===== src/hw/ncrh_pkg.sv =====
// Package of constants and types for the configuration request handler
//==============================================================================
// Contract
// - Update executes only after five actuations in each harvester direction.
// - Primary request: identifier 0x11 then three zero bytes at block 0x0050.
// - Secondary request: identifier 0x19 then three zero bytes.
// - PIN word at block 0x0052 is checked against the requesting user's PIN.
// - Mask bits at block 0x0051 select which registers are updated.
// - Primary results: 0x31 success, 0x51 in progress, 0x71 PIN error.
// - Primary results: 0x91 not modifiable, 0xb1 invalid value.
// - Secondary results: 0x39 success, 0x59 in progress, 0x79 PIN error.
// - Secondary results: 0x99 not modifiable or disabled, 0xb9 invalid value.
// - Secondary requests use the same sequence; codes, PIN and results differ.
// - Primary PIN change accepted only from authenticated primary user.
// - Mask bit 0x40 of byte 0 selects primary PIN, staged at block 0x0079.
// - Primary PIN never changes without the current primary PIN.
// - Primary and secondary PINs are both changeable by configuration requests.
`default_nettype none
package ncrh_pkg;
   // Block addresses
   localparam logic [7:0] ADDR_REQ_ID    = 8'h50;
   localparam logic [7:0] ADDR_SEL_MASK  = 8'h51;
   localparam logic [7:0] ADDR_PIN_WORD  = 8'h52;
   localparam logic [7:0] ADDR_STATUS    = 8'h53;
   localparam logic [7:0] ADDR_STAGE_LO  = 8'h70;
   localparam logic [7:0] ADDR_P_PIN_NEW = 8'h79;
   localparam logic [7:0] ADDR_STAGE_HI  = 8'h7f;
   // Request identifiers
   localparam logic [31:0] REQ_PRIMARY   = 32'h0000_0011;
   localparam logic [31:0] REQ_SECONDARY = 32'h0000_0019;
   // Result codes, primary / secondary
   localparam logic [7:0] RES_P_OK   = 8'h31;
   localparam logic [7:0] RES_P_BUSY = 8'h51;
   localparam logic [7:0] RES_P_PIN  = 8'h71;
   localparam logic [7:0] RES_P_PERM = 8'h91;
   localparam logic [7:0] RES_P_PARM = 8'hb1;
   localparam logic [7:0] RES_S_OK   = 8'h39;
   localparam logic [7:0] RES_S_BUSY = 8'h59;
   localparam logic [7:0] RES_S_PIN  = 8'h79;
   localparam logic [7:0] RES_S_PERM = 8'h99;
   localparam logic [7:0] RES_S_PARM = 8'hb9;
   localparam logic [7:0] RES_IDLE   = 8'h00;
   // Selection mask fields
   localparam int         SEL_P_PIN_BIT = 6;
   localparam int         SEL_S_PIN_BIT = 7;
   localparam logic [3:0] STAGE_IDX_LO  = 4'h0;
   // Reset values
   localparam logic [31:0] P_PIN_RESET   = 32'he535_0002;
   localparam logic [31:0] S_PIN_RESET   = 32'he535_0003;
   localparam logic [31:0] ALLOWED_RESET = 32'h3337_37d7;
   localparam logic [31:0] S_ALLOWED_RESET = 32'h3337_3787;
   // Actuations needed per direction
   localparam logic [2:0] ACT_NEEDED = 3'h5;

   // Tag block access (write or read) from the reader
   typedef struct packed {
      logic        wr;
      logic        rd;
      logic [7:0]  addr;
      logic [31:0] data;
   } ncrh_tag_s;

   typedef enum logic [1:0] {
      ST_IDLE = 2'b00,
      ST_WAIT = 2'b01,
      ST_EXEC = 2'b10
   } ncrh_state_e;

   typedef enum logic [1:0] {
      USR_NONE      = 2'b00,
      USR_PRIMARY   = 2'b01,
      USR_SECONDARY = 2'b10
   } ncrh_user_e;
endpackage
`default_nettype wire


===== src/hw/ncrh_energy.sv =====
// Harvester actuation counter that gates execution
`default_nettype none
module ncrh_energy #(
   parameter logic [2:0] NEEDED = ncrh_pkg::ACT_NEEDED
) (
   // Clock and reset
   input  wire logic clk_i,
   input  wire logic rst_n_i,
   // Actuation pulses
   input  wire logic clear_i,
   input  wire logic press_i,
   input  wire logic release_i,
   // Energy reached
   output logic      ready_o
);
   typedef struct packed {
      logic [2:0] press_cnt;
      logic [2:0] rel_cnt;
   } ncrh_en_s;

   ncrh_en_s st;
   ncrh_en_s next_st;

   // Saturating counts per direction
   always_comb
   begin
      next_st = st;
      if (clear_i)
      begin
         next_st = '0;
      end
      else
      begin
         if (press_i && st.press_cnt != NEEDED)
            next_st.press_cnt = st.press_cnt + 3'h1;
         if (release_i && st.rel_cnt != NEEDED)
            next_st.rel_cnt = st.rel_cnt + 3'h1;
      end
   end

   // State register
   always_ff @(posedge clk_i or negedge rst_n_i)
   begin
      if (!rst_n_i)
         st <= '0;
      else
         st <= next_st;
   end

   assign ready_o = (st.press_cnt == NEEDED) && (st.rel_cnt == NEEDED);
endmodule
`default_nettype wire


===== src/hw/ncrh_top.sv =====
// Configuration request handler behind the tag block memory
`default_nettype none
module ncrh_top #(
   parameter int STAGE_N = 16
) (
   // Clock and reset
   input  wire logic              clk_i,
   input  wire logic              rst_n_i,
   // Tag block access
   input  wire ncrh_pkg::ncrh_tag_s tag_i,
   output logic [31:0]            rd_data_o,
   // Harvester actuation pulses
   input  wire logic              act_press_i,
   input  wire logic              act_release_i,
   // Configuration outputs
   output logic [31:0]            primary_user_pin_o,
   output logic [31:0]            secondary_user_pin_o,
   output logic [7:0]             result_o,
   output logic                   update_done_o
);
   typedef struct packed {
      ncrh_pkg::ncrh_state_e state;
      logic [31:0]           request_identifier;
      logic [31:0]           update_select_mask;
      logic [31:0]           request_pin_word;
      logic [31:0]           p_pin;
      logic [31:0]           s_pin;
      logic [31:0]           allowed;
      logic [31:0]           s_allowed;
      logic [7:0]            result;
      logic                  done;
      logic [31:0]           rd_data;
      logic [STAGE_N*32-1:0] stage;
   } ncrh_top_s;

   ncrh_top_s st;
   ncrh_top_s next_st;
   logic      energy_ok;
   logic      energy_clr;

   // Result code chooser for the requesting user
   function automatic logic [7:0] pick(input ncrh_pkg::ncrh_user_e u,
                                        input logic [7:0] p_code,
                                        input logic [7:0] s_code);
      pick = (u == ncrh_pkg::USR_SECONDARY) ? s_code : p_code;
   endfunction

   // Decode of the identifier
   function automatic ncrh_pkg::ncrh_user_e who(input logic [31:0] id);
      if (id == ncrh_pkg::REQ_PRIMARY)
         who = ncrh_pkg::USR_PRIMARY;
      else if (id == ncrh_pkg::REQ_SECONDARY)
         who = ncrh_pkg::USR_SECONDARY;
      else
         who = ncrh_pkg::USR_NONE;
   endfunction

   ncrh_energy #(
      .NEEDED    (ncrh_pkg::ACT_NEEDED)
   ) u_energy (
      .clk_i     (clk_i),
      .rst_n_i   (rst_n_i),
      .clear_i   (energy_clr),
      .press_i   (act_press_i),
      .release_i (act_release_i),
      .ready_o   (energy_ok)
   );

   // Request evaluation
   always_comb
   begin
      ncrh_pkg::ncrh_user_e u;
      logic [31:0]          perm;
      logic                 pin_ok;
      logic                 bad_val;
      logic [3:0]           idx;
      u          = who(st.request_identifier);
      perm       = (u == ncrh_pkg::USR_SECONDARY) ? st.s_allowed : st.allowed;
      // An identifier overwritten by an unknown code authenticates nobody
      pin_ok     = (u == ncrh_pkg::USR_PRIMARY)   ? (st.request_pin_word == st.p_pin) :
                   (u == ncrh_pkg::USR_SECONDARY) ? (st.request_pin_word == st.s_pin) :
                   1'b0;
      bad_val    = 1'b0;
      idx        = ncrh_pkg::ADDR_P_PIN_NEW[3:0] - ncrh_pkg::STAGE_IDX_LO;
      next_st    = st;
      energy_clr = 1'b0;
      next_st.done = 1'b0;
      // Reader block writes, the order of which the reader keeps
      if (tag_i.wr)
      begin
         case (tag_i.addr)
            ncrh_pkg::ADDR_REQ_ID:
            begin
               next_st.request_identifier = tag_i.data;
               if (who(tag_i.data) != ncrh_pkg::USR_NONE)
               begin
                  next_st.state  = ncrh_pkg::ST_WAIT;
                  next_st.result = pick(who(tag_i.data), ncrh_pkg::RES_P_BUSY,
                                        ncrh_pkg::RES_S_BUSY);
                  energy_clr     = 1'b1;
               end
            end
            ncrh_pkg::ADDR_SEL_MASK: next_st.update_select_mask = tag_i.data;
            ncrh_pkg::ADDR_PIN_WORD: next_st.request_pin_word = tag_i.data;
            default:
            begin
               if (tag_i.addr >= ncrh_pkg::ADDR_STAGE_LO
                   && tag_i.addr <= ncrh_pkg::ADDR_STAGE_HI)
                  next_st.stage[tag_i.addr[3:0]*32 +: 32] = tag_i.data;
            end
         endcase
      end
      // Reader block reads, optional result check
      if (tag_i.rd)
      begin
         case (tag_i.addr)
            ncrh_pkg::ADDR_REQ_ID:   next_st.rd_data = st.request_identifier;
            ncrh_pkg::ADDR_SEL_MASK: next_st.rd_data = st.update_select_mask;
            ncrh_pkg::ADDR_PIN_WORD: next_st.rd_data = st.request_pin_word;
            ncrh_pkg::ADDR_STATUS:   next_st.rd_data = {24'h0, st.result};
            default:
            begin
               if (tag_i.addr >= ncrh_pkg::ADDR_STAGE_LO
                   && tag_i.addr <= ncrh_pkg::ADDR_STAGE_HI)
                  next_st.rd_data = st.stage[tag_i.addr[3:0]*32 +: 32];
               else
                  next_st.rd_data = 32'h0;
            end
         endcase
      end
      // Execution state machine
      case (st.state)
         ncrh_pkg::ST_IDLE: ;
         ncrh_pkg::ST_WAIT:
         begin
            if (energy_ok && !(tag_i.wr && tag_i.addr == ncrh_pkg::ADDR_REQ_ID))
               next_st.state = ncrh_pkg::ST_EXEC;
         end
         ncrh_pkg::ST_EXEC:
         begin
            next_st.state = ncrh_pkg::ST_IDLE;
            next_st.done  = 1'b1;
            // A selected primary or secondary PIN value of zero counts as invalid
            if (st.update_select_mask[ncrh_pkg::SEL_P_PIN_BIT]
                && st.stage[idx*32 +: 32] == 32'h0)
               bad_val = 1'b1;
            if (st.update_select_mask[ncrh_pkg::SEL_S_PIN_BIT]
                && st.stage[(idx + 4'h1)*32 +: 32] == 32'h0)
               bad_val = 1'b1;
            if (!pin_ok)
               next_st.result = pick(u, ncrh_pkg::RES_P_PIN, ncrh_pkg::RES_S_PIN);
            else if ((st.update_select_mask & ~perm) != 32'h0)
               next_st.result = pick(u, ncrh_pkg::RES_P_PERM, ncrh_pkg::RES_S_PERM);
            else if (bad_val)
               next_st.result = pick(u, ncrh_pkg::RES_P_PARM, ncrh_pkg::RES_S_PARM);
            else
            begin
               // Commit selected credentials only when all checks pass
               next_st.result = pick(u, ncrh_pkg::RES_P_OK, ncrh_pkg::RES_S_OK);
               if (st.update_select_mask[ncrh_pkg::SEL_P_PIN_BIT])
                  next_st.p_pin = st.stage[idx*32 +: 32];
               if (st.update_select_mask[ncrh_pkg::SEL_S_PIN_BIT])
                  next_st.s_pin = st.stage[(idx + 4'h1)*32 +: 32];
            end
            // Codes chosen per user
         end
         default: next_st.state = ncrh_pkg::ST_IDLE;
      endcase
   end

   // State register
   always_ff @(posedge clk_i or negedge rst_n_i)
   begin
      if (!rst_n_i)
      begin
         st           <= '0;
         st.p_pin     <= ncrh_pkg::P_PIN_RESET;
         st.s_pin     <= ncrh_pkg::S_PIN_RESET;
         st.allowed   <= ncrh_pkg::ALLOWED_RESET;
         st.s_allowed <= ncrh_pkg::S_ALLOWED_RESET;
         st.result    <= ncrh_pkg::RES_IDLE;
      end
      else
         st <= next_st;
   end

   // Outputs
   assign rd_data_o            = st.rd_data;
   assign primary_user_pin_o   = st.p_pin;
   assign secondary_user_pin_o = st.s_pin;
   assign result_o             = st.result;
   assign update_done_o        = st.done;
endmodule
`default_nettype wire


===== config.mk =====
export PLATFORM = sky130hd
export DESIGN_NAME = ncrh_top
export DESIGN_NICKNAME = d
export VERILOG_FILES = /design/src/hw/ncrh_pkg.sv /design/src/hw/ncrh_energy.sv /design/src/hw/ncrh_top.sv
export SDC_FILE = /design/constraint.sdc
export NUM_CORES = 1
export LEC_CHECK = 0
export ABC_AREA = 0
export BUFFER_PORTS_ARGS = -buffer_cell sky130_fd_sc_hd__clkbuf_2
export CORE_MARGIN = 8
export CORE_UTILIZATION = 62
export CTS_CLUSTER_DIAMETER = 200
export DETAILED_ROUTE_END_ITERATION = 10
export GPL_TIMING_DRIVEN = 0
export PLACE_DENSITY_LB_ADDON = 0.12
export SETUP_SLACK_MARGIN = 0.3
export SYNTH_ARGS = -nofsm -noshare
export SYNTH_HDL_FRONTEND = slang
export SYNTH_SLANG_ARGS = --single-unit

===== constraint.sdc =====
create_clock -name clk_i -period 6.6 [get_ports clk_i]
set_input_delay 0.33 -clock clk_i [delete_from_list [all_inputs] [get_ports clk_i]]
set_output_delay 0.33 -clock clk_i [all_outputs]
set_load 0.05 [all_outputs]

# == Yosys cells after proc, flatten, opt, wreduce, memory -nomap -nowiden ==
# Cells that the tools add are included.
# op_classes
add_sub_neg,3
n_lt_le_gt_ge,2
n_eq_ne,19
shifts,3
n_mux,43
n_bitwise,5
reduce_logical,27
# op_table
cell,count
$bwmux 512,1
$shift 32x34->512 const A,1
$shiftx 32x34->512,1
$shiftx 512x10->32,1
$eq 32x5->1 const B,4
$pmux 32 s4,1
$mux 98,1
$mux 32,3
$eq 32x32->1,2
$logic_not 32->1,2
$mux 8,6
$mux 34,1
$neg 9->34,1
$and 32x32->32,1
$eq 8x7->1 const B,4
$not 30->32,1
$reduce_bool 32->1,1
$mux 2,11
$mux 4,5
$reduce_bool 2->1,6
$reduce_and 5->1,2
$mux 9,1
$ge 8x7->1 const B,1
$le 8x7->1 const B,1
17 further kinds,43
# totals
reg_bits,721
inputBits,46
output_inout_bits,105
elab_cells,114

# == Depth between registers and ports, before layout ==
# logic_depth
word_depth,15
mapped_depth,14
mapped_depth_nobuf,8

# == Cells and area by module ==
# From an unflattened synthesis, not the netlist that was laid out.
# unflattened
hier_cells,3117
hier_area_um2,34438.0
# modules_own_cells
mod,n_inst,cells_each,area_per_inst_um2,seq_area_each_um2
ncrh_top,1,3083,34050.2,17843.4
ncrh_energy,1,34,387.9,150.1

# == Worst setup path after synthesis ==
# No wires, ideal clock.
# synth_timing
kind,input port to flip-flop
start,input port tag_i[32] in the netlist's numbering
end,register st[24] in the netlist's numbering
setup_time_ps,134
arrival_ps,3464
required_time_ps,6466
slack_ps,3002
path_stages,14
path_buffers,7
cell_sequence,clkbuf_1 buf_2 buf_2 clkbuf_1 clkbuf_1 nor3_1 ha_1 clkbuf_1 nor3_4 nor4b_4 nand4_2 clkbuf_1 nand2_1 o21ai_0
# synth_between
elab_chain_cells,4
word_cells_on_any_way,13
classes_between,add/sub: 1; order compare: 2; eq/ne: 3; shift: 2; mux: 1; bitwise: 1; reduce/logical: 3
# synth_lines
element,line_no,source
"start, declared",ncrh_top.sv:10,"input wire ncrh_pkg::ncrh_tag_s tag_i,"
branches (longest 4 deep; another with $neg 9->34),-,
"end signal, assigned",ncrh_top.sv:184,st <= next_st;
"end, declared",ncrh_top.sv:36,ncrh_top_s st;
# Parallel ways; which one is timed is not known.
# A chain may end at the register's enable or synchronous reset.

# == Worst setup path after layout ==
# layout_timing
start,input port tag_i[32] in the netlist's numbering
end,register st[3] in the netlist's numbering
# The elaborated chain is that of the path after synthesis.

==> metrics.txt <==
status=finished, final reports clean; total vias in the final route=~27,000; Worst Path Max Fanout=10; worst clock skew=roughly 0.025 ns; max_cap viols=0; Longest Clk Path Bufs=3; Tightest Pin Transition=1.33 ns; post-DP HPWL=94.4 mm; FF+latch count, synth=slightly above 700; DRC Markers=0; Hold Slack=roughly 0.24 ns; WL met1=between 40 and 50 mm; Tcrit/Tclk final=slightly above 80%; # fillers=~4,000; layout cell share with drive strength beyond 1=22.1%; largest family of logic cells by synthesized area=multiplexers; io pins=roughly 150; CP Cell Sequence=clkbuf_2, clkbuf_1, buf_2, buf_2, clkbuf_1, clkbuf_1, nor3_1, ha_1, clkbuf_1, nor3_4, nor4b_4, nand4_2, clkbuf_1, nand2_1, o21ai_0; Synth Cell Area=0.0341 mm²; post-CTS setup buffers=0; multiplexer share of the synthesized area=16.2%; Synth Area in Compound Gates=roughly a tenth; drt pass-1 iters=6; syn avg cell area=10.9 µm²; WS Path Type=input port to flip-flop; GRT overflow=0; Reg clk slew, reported paths=approximately 0.060 ns; # rows=between 80 and 90; core box area=between 0.05 and 0.06 mm²; CP arrival=just under 6 ns; xor and xnor area share after synthesis=about 1.7%; number of global-route vias before repair=about 28,000; routed wl met2=approximately 54 mm; Clock Latency Late Sink=~0.63 ns; Leak Pwr=17.6 nW; uppermost routed layer=met5; final hold vios=0; Min Clock Period, post-route=5.47 ns; VDD IR max=0.246 mV; cell mode on critical path=clkbuf_1; PwrDens=~250 mW/mm²; Die H=250 µm; post-route cell area=about 0.038 mm²; utilization after layout=about 70%; first-pass GRT wire length=between 150 and 200 mm; setup TNS=0 ns; CP Capture Type=flip-flop; commonest non-fill, non-tap cell in the layout=nand2_1; Synth Area in Adders=less than 1%; Inserted Diodes=0; dominant synthesized flop cell=dfrtp_1; IO Port Bufs=146; setup violators final=0; Die X=~250 µm; Cell variety after synth=57; Yosys warning total=0; Total Routing Usage GR=between 30% and 40%; RSZ-0062 raised after global routing=false; CTS root buf=clkbuf_16; GP Congestion=roughly 1.1; WL met3=13.3 mm; CTS Buf Count=between 70 and 80; Area Growth Syn to Fin=12.5%; placed cell area=around 0.036 mm²; average wire per standard cell=slightly below 30 µm; Fmax=between 150 and 200 MHz; FF-to-FF path depth=6; Worst Path Buf+Inv=8; class of the worst hold path=input port to flip-flop; CTS sink count=roughly 720; Final nets=between 3,000 and 4,000; H-Tree Level Count=3; CP Depth=15; area of the die=between 0.06 and 0.07 mm²; Synth async-reset ratio=100%; commonest non-fill, non-tap cells in the layout=849 x nand2_1, 697 x dfrtp_1, 289 x o21ai_0; Routed Antenna Nets=0; Initial Util=62.2%; crit start category=input port; CTS tree=done; final wirelength=121 mm; Critical-path top delay cell=clkbuf_1; synthesized instance count=3,127; DR iter-0 viols=about 3,300; max_slew headroom=a little under an eighth; Min-Delay Path Depth=3; Post-synth EDFFs=0; DR vias/cell=about 6.7; largest net degree at the start of global routing=118; Req. time, crit path=about 7 ns; initial antenna violation count=7; CP max stage delay=approximately 0.80 ns; final count of pins violating max slew=0; Post-Synth Simple-Gate Area=approximately an eighth; delay-heaviest family, CP=buffers and inverters; Seq/Total Area, Yosys=around 53%
[final cells by class]
class | count | area (µm²) | area share (%)
buffer | 365 | 1830 | 4.78
clock buffer | 108 | 2150 | 5.61
tap | 704 | 881 | 2.30
timing repair buffer | 155 | 935 | 2.44
multi-input combinational | 2036 | 14200 | 37.1
clock inverter | 25 | 280 | 0.731
sequential | 718 | 18000 | 46.9
inverter | 9 | 33.8 | 0.0881
[report_power, final]
part,internal (mW),switching (mW)
clock network,2.43,1.82
logic,0.232,0.583
registers,4.49,0.0885
[stage by stage]
stage                     worst slack [ns]  total power, mW  std cells
final                                 1.13             9.64       4120
after global placement              -11.21             5.41       3978
after global routing                  1.08             9.87       4120
after detailed placement             0.755             5.45       3984
after floorplan                       3.00             5.07       3128
after CTS                             1.41             9.64       4120
[sequential cells by signal (all words and copies together) (netlist names)]
| signal | count |
|---|---|
| st | 610 |
| u_energy.st | 6 |
| rd_data_o | 32 |
| primary_user_pin_o | 32 |
| result_o | 5 |
| secondary_user_pin_o | 32 |
| update_done_o | 1 |
[Yosys cell counts (3+ instances only)]
cell type | count | area share [%]
nand2_1 | 849 | 9.4
dfrtp_1 | 697 | 51
o21ai_0 | 289 | 4.2
clkbuf_1 | 209 | 2.3
o31ai_1 | 190 | 4.2
mux4_2 | 160 | 11
mux2_2 | 131 | 4.3
buf_4 | 104 | 2.3
nand3_1 | 69 | 1.0
xor2_1 | 61 | 1.6
nor2_1 | 49 | 0.54
nor4_1 | 39 | 0.72
a21oi_1 | 34 | 0.50
a221oi_1 | 30 | 0.77
mux2_4 | 30 | 1.3
buf_1 | 25 | 0.28
buf_2 | 21 | 0.31
dfstp_2 | 21 | 1.6
nor3_1 | 12 | 0.18
nand4_1 | 11 | 0.20
ha_1 | 9 | 0.33
inv_1 | 9 | 0.099
or3_1 | 7 | 0.13
xnor2_1 | 7 | 0.18
a31oi_1 | 6 | 0.11
buf_6 | 6 | 0.20
a22oi_1 | 4 | 0.088
nor4b_1 | 4 | 0.10
and2_1 | 3 | 0.055
and4b_1 | 3 | 0.088
nor4_2 | 3 | 0.11
o21a_1 | 3 | 0.066
[per-layer routing]
metal	GRT usage (%)	vias up
met5	0	-
met4	23.5	10
met3	8.98	383
met2	57.9	1838
met1	50.3	13800
li1	-	11400
[final timing paths]
path                            from                        to  slack [ns]
min                        tag_i[18]                   st[498]        0.24
min in group asynchronous    rst_n_i             rd_data_o[29]        0.32
min reg2reg                  st[778]                   st[777]        0.46
max                        tag_i[32]                     st[3]        1.13
max reg2reg                  st[740]  secondary_user_pin_o[19]        3.51
max in group asynchronous    rst_n_i                   st[235]        4.22
[repair_timing]
item / CTS / global route
hold endpoints to repair: 74 / 0
hold buffers: 3 / 0
setup endpoints to repair: 0 / 0
resized for setup: 0 / 0
[logic make-up after synthesis]
| group | count (synthesis) |
|---|---|
| and+or+nand+nor | 1069 |
| DFF | 718 |
| AOI/OAI and AO/OA | 567 |
| buffers and inverters | 374 |
| muxes | 321 |
| xor gates and xnor gates | 68 |
| adders and majority gates | 9 |
| other | 1 |
[tightest hold or removal path: stages]
cell and delay [ns]:
clkbuf_2 0.10, nand2_1 0.29, o31ai_1 0.10
No activity file was read; power rests on OpenSTA's default activity.
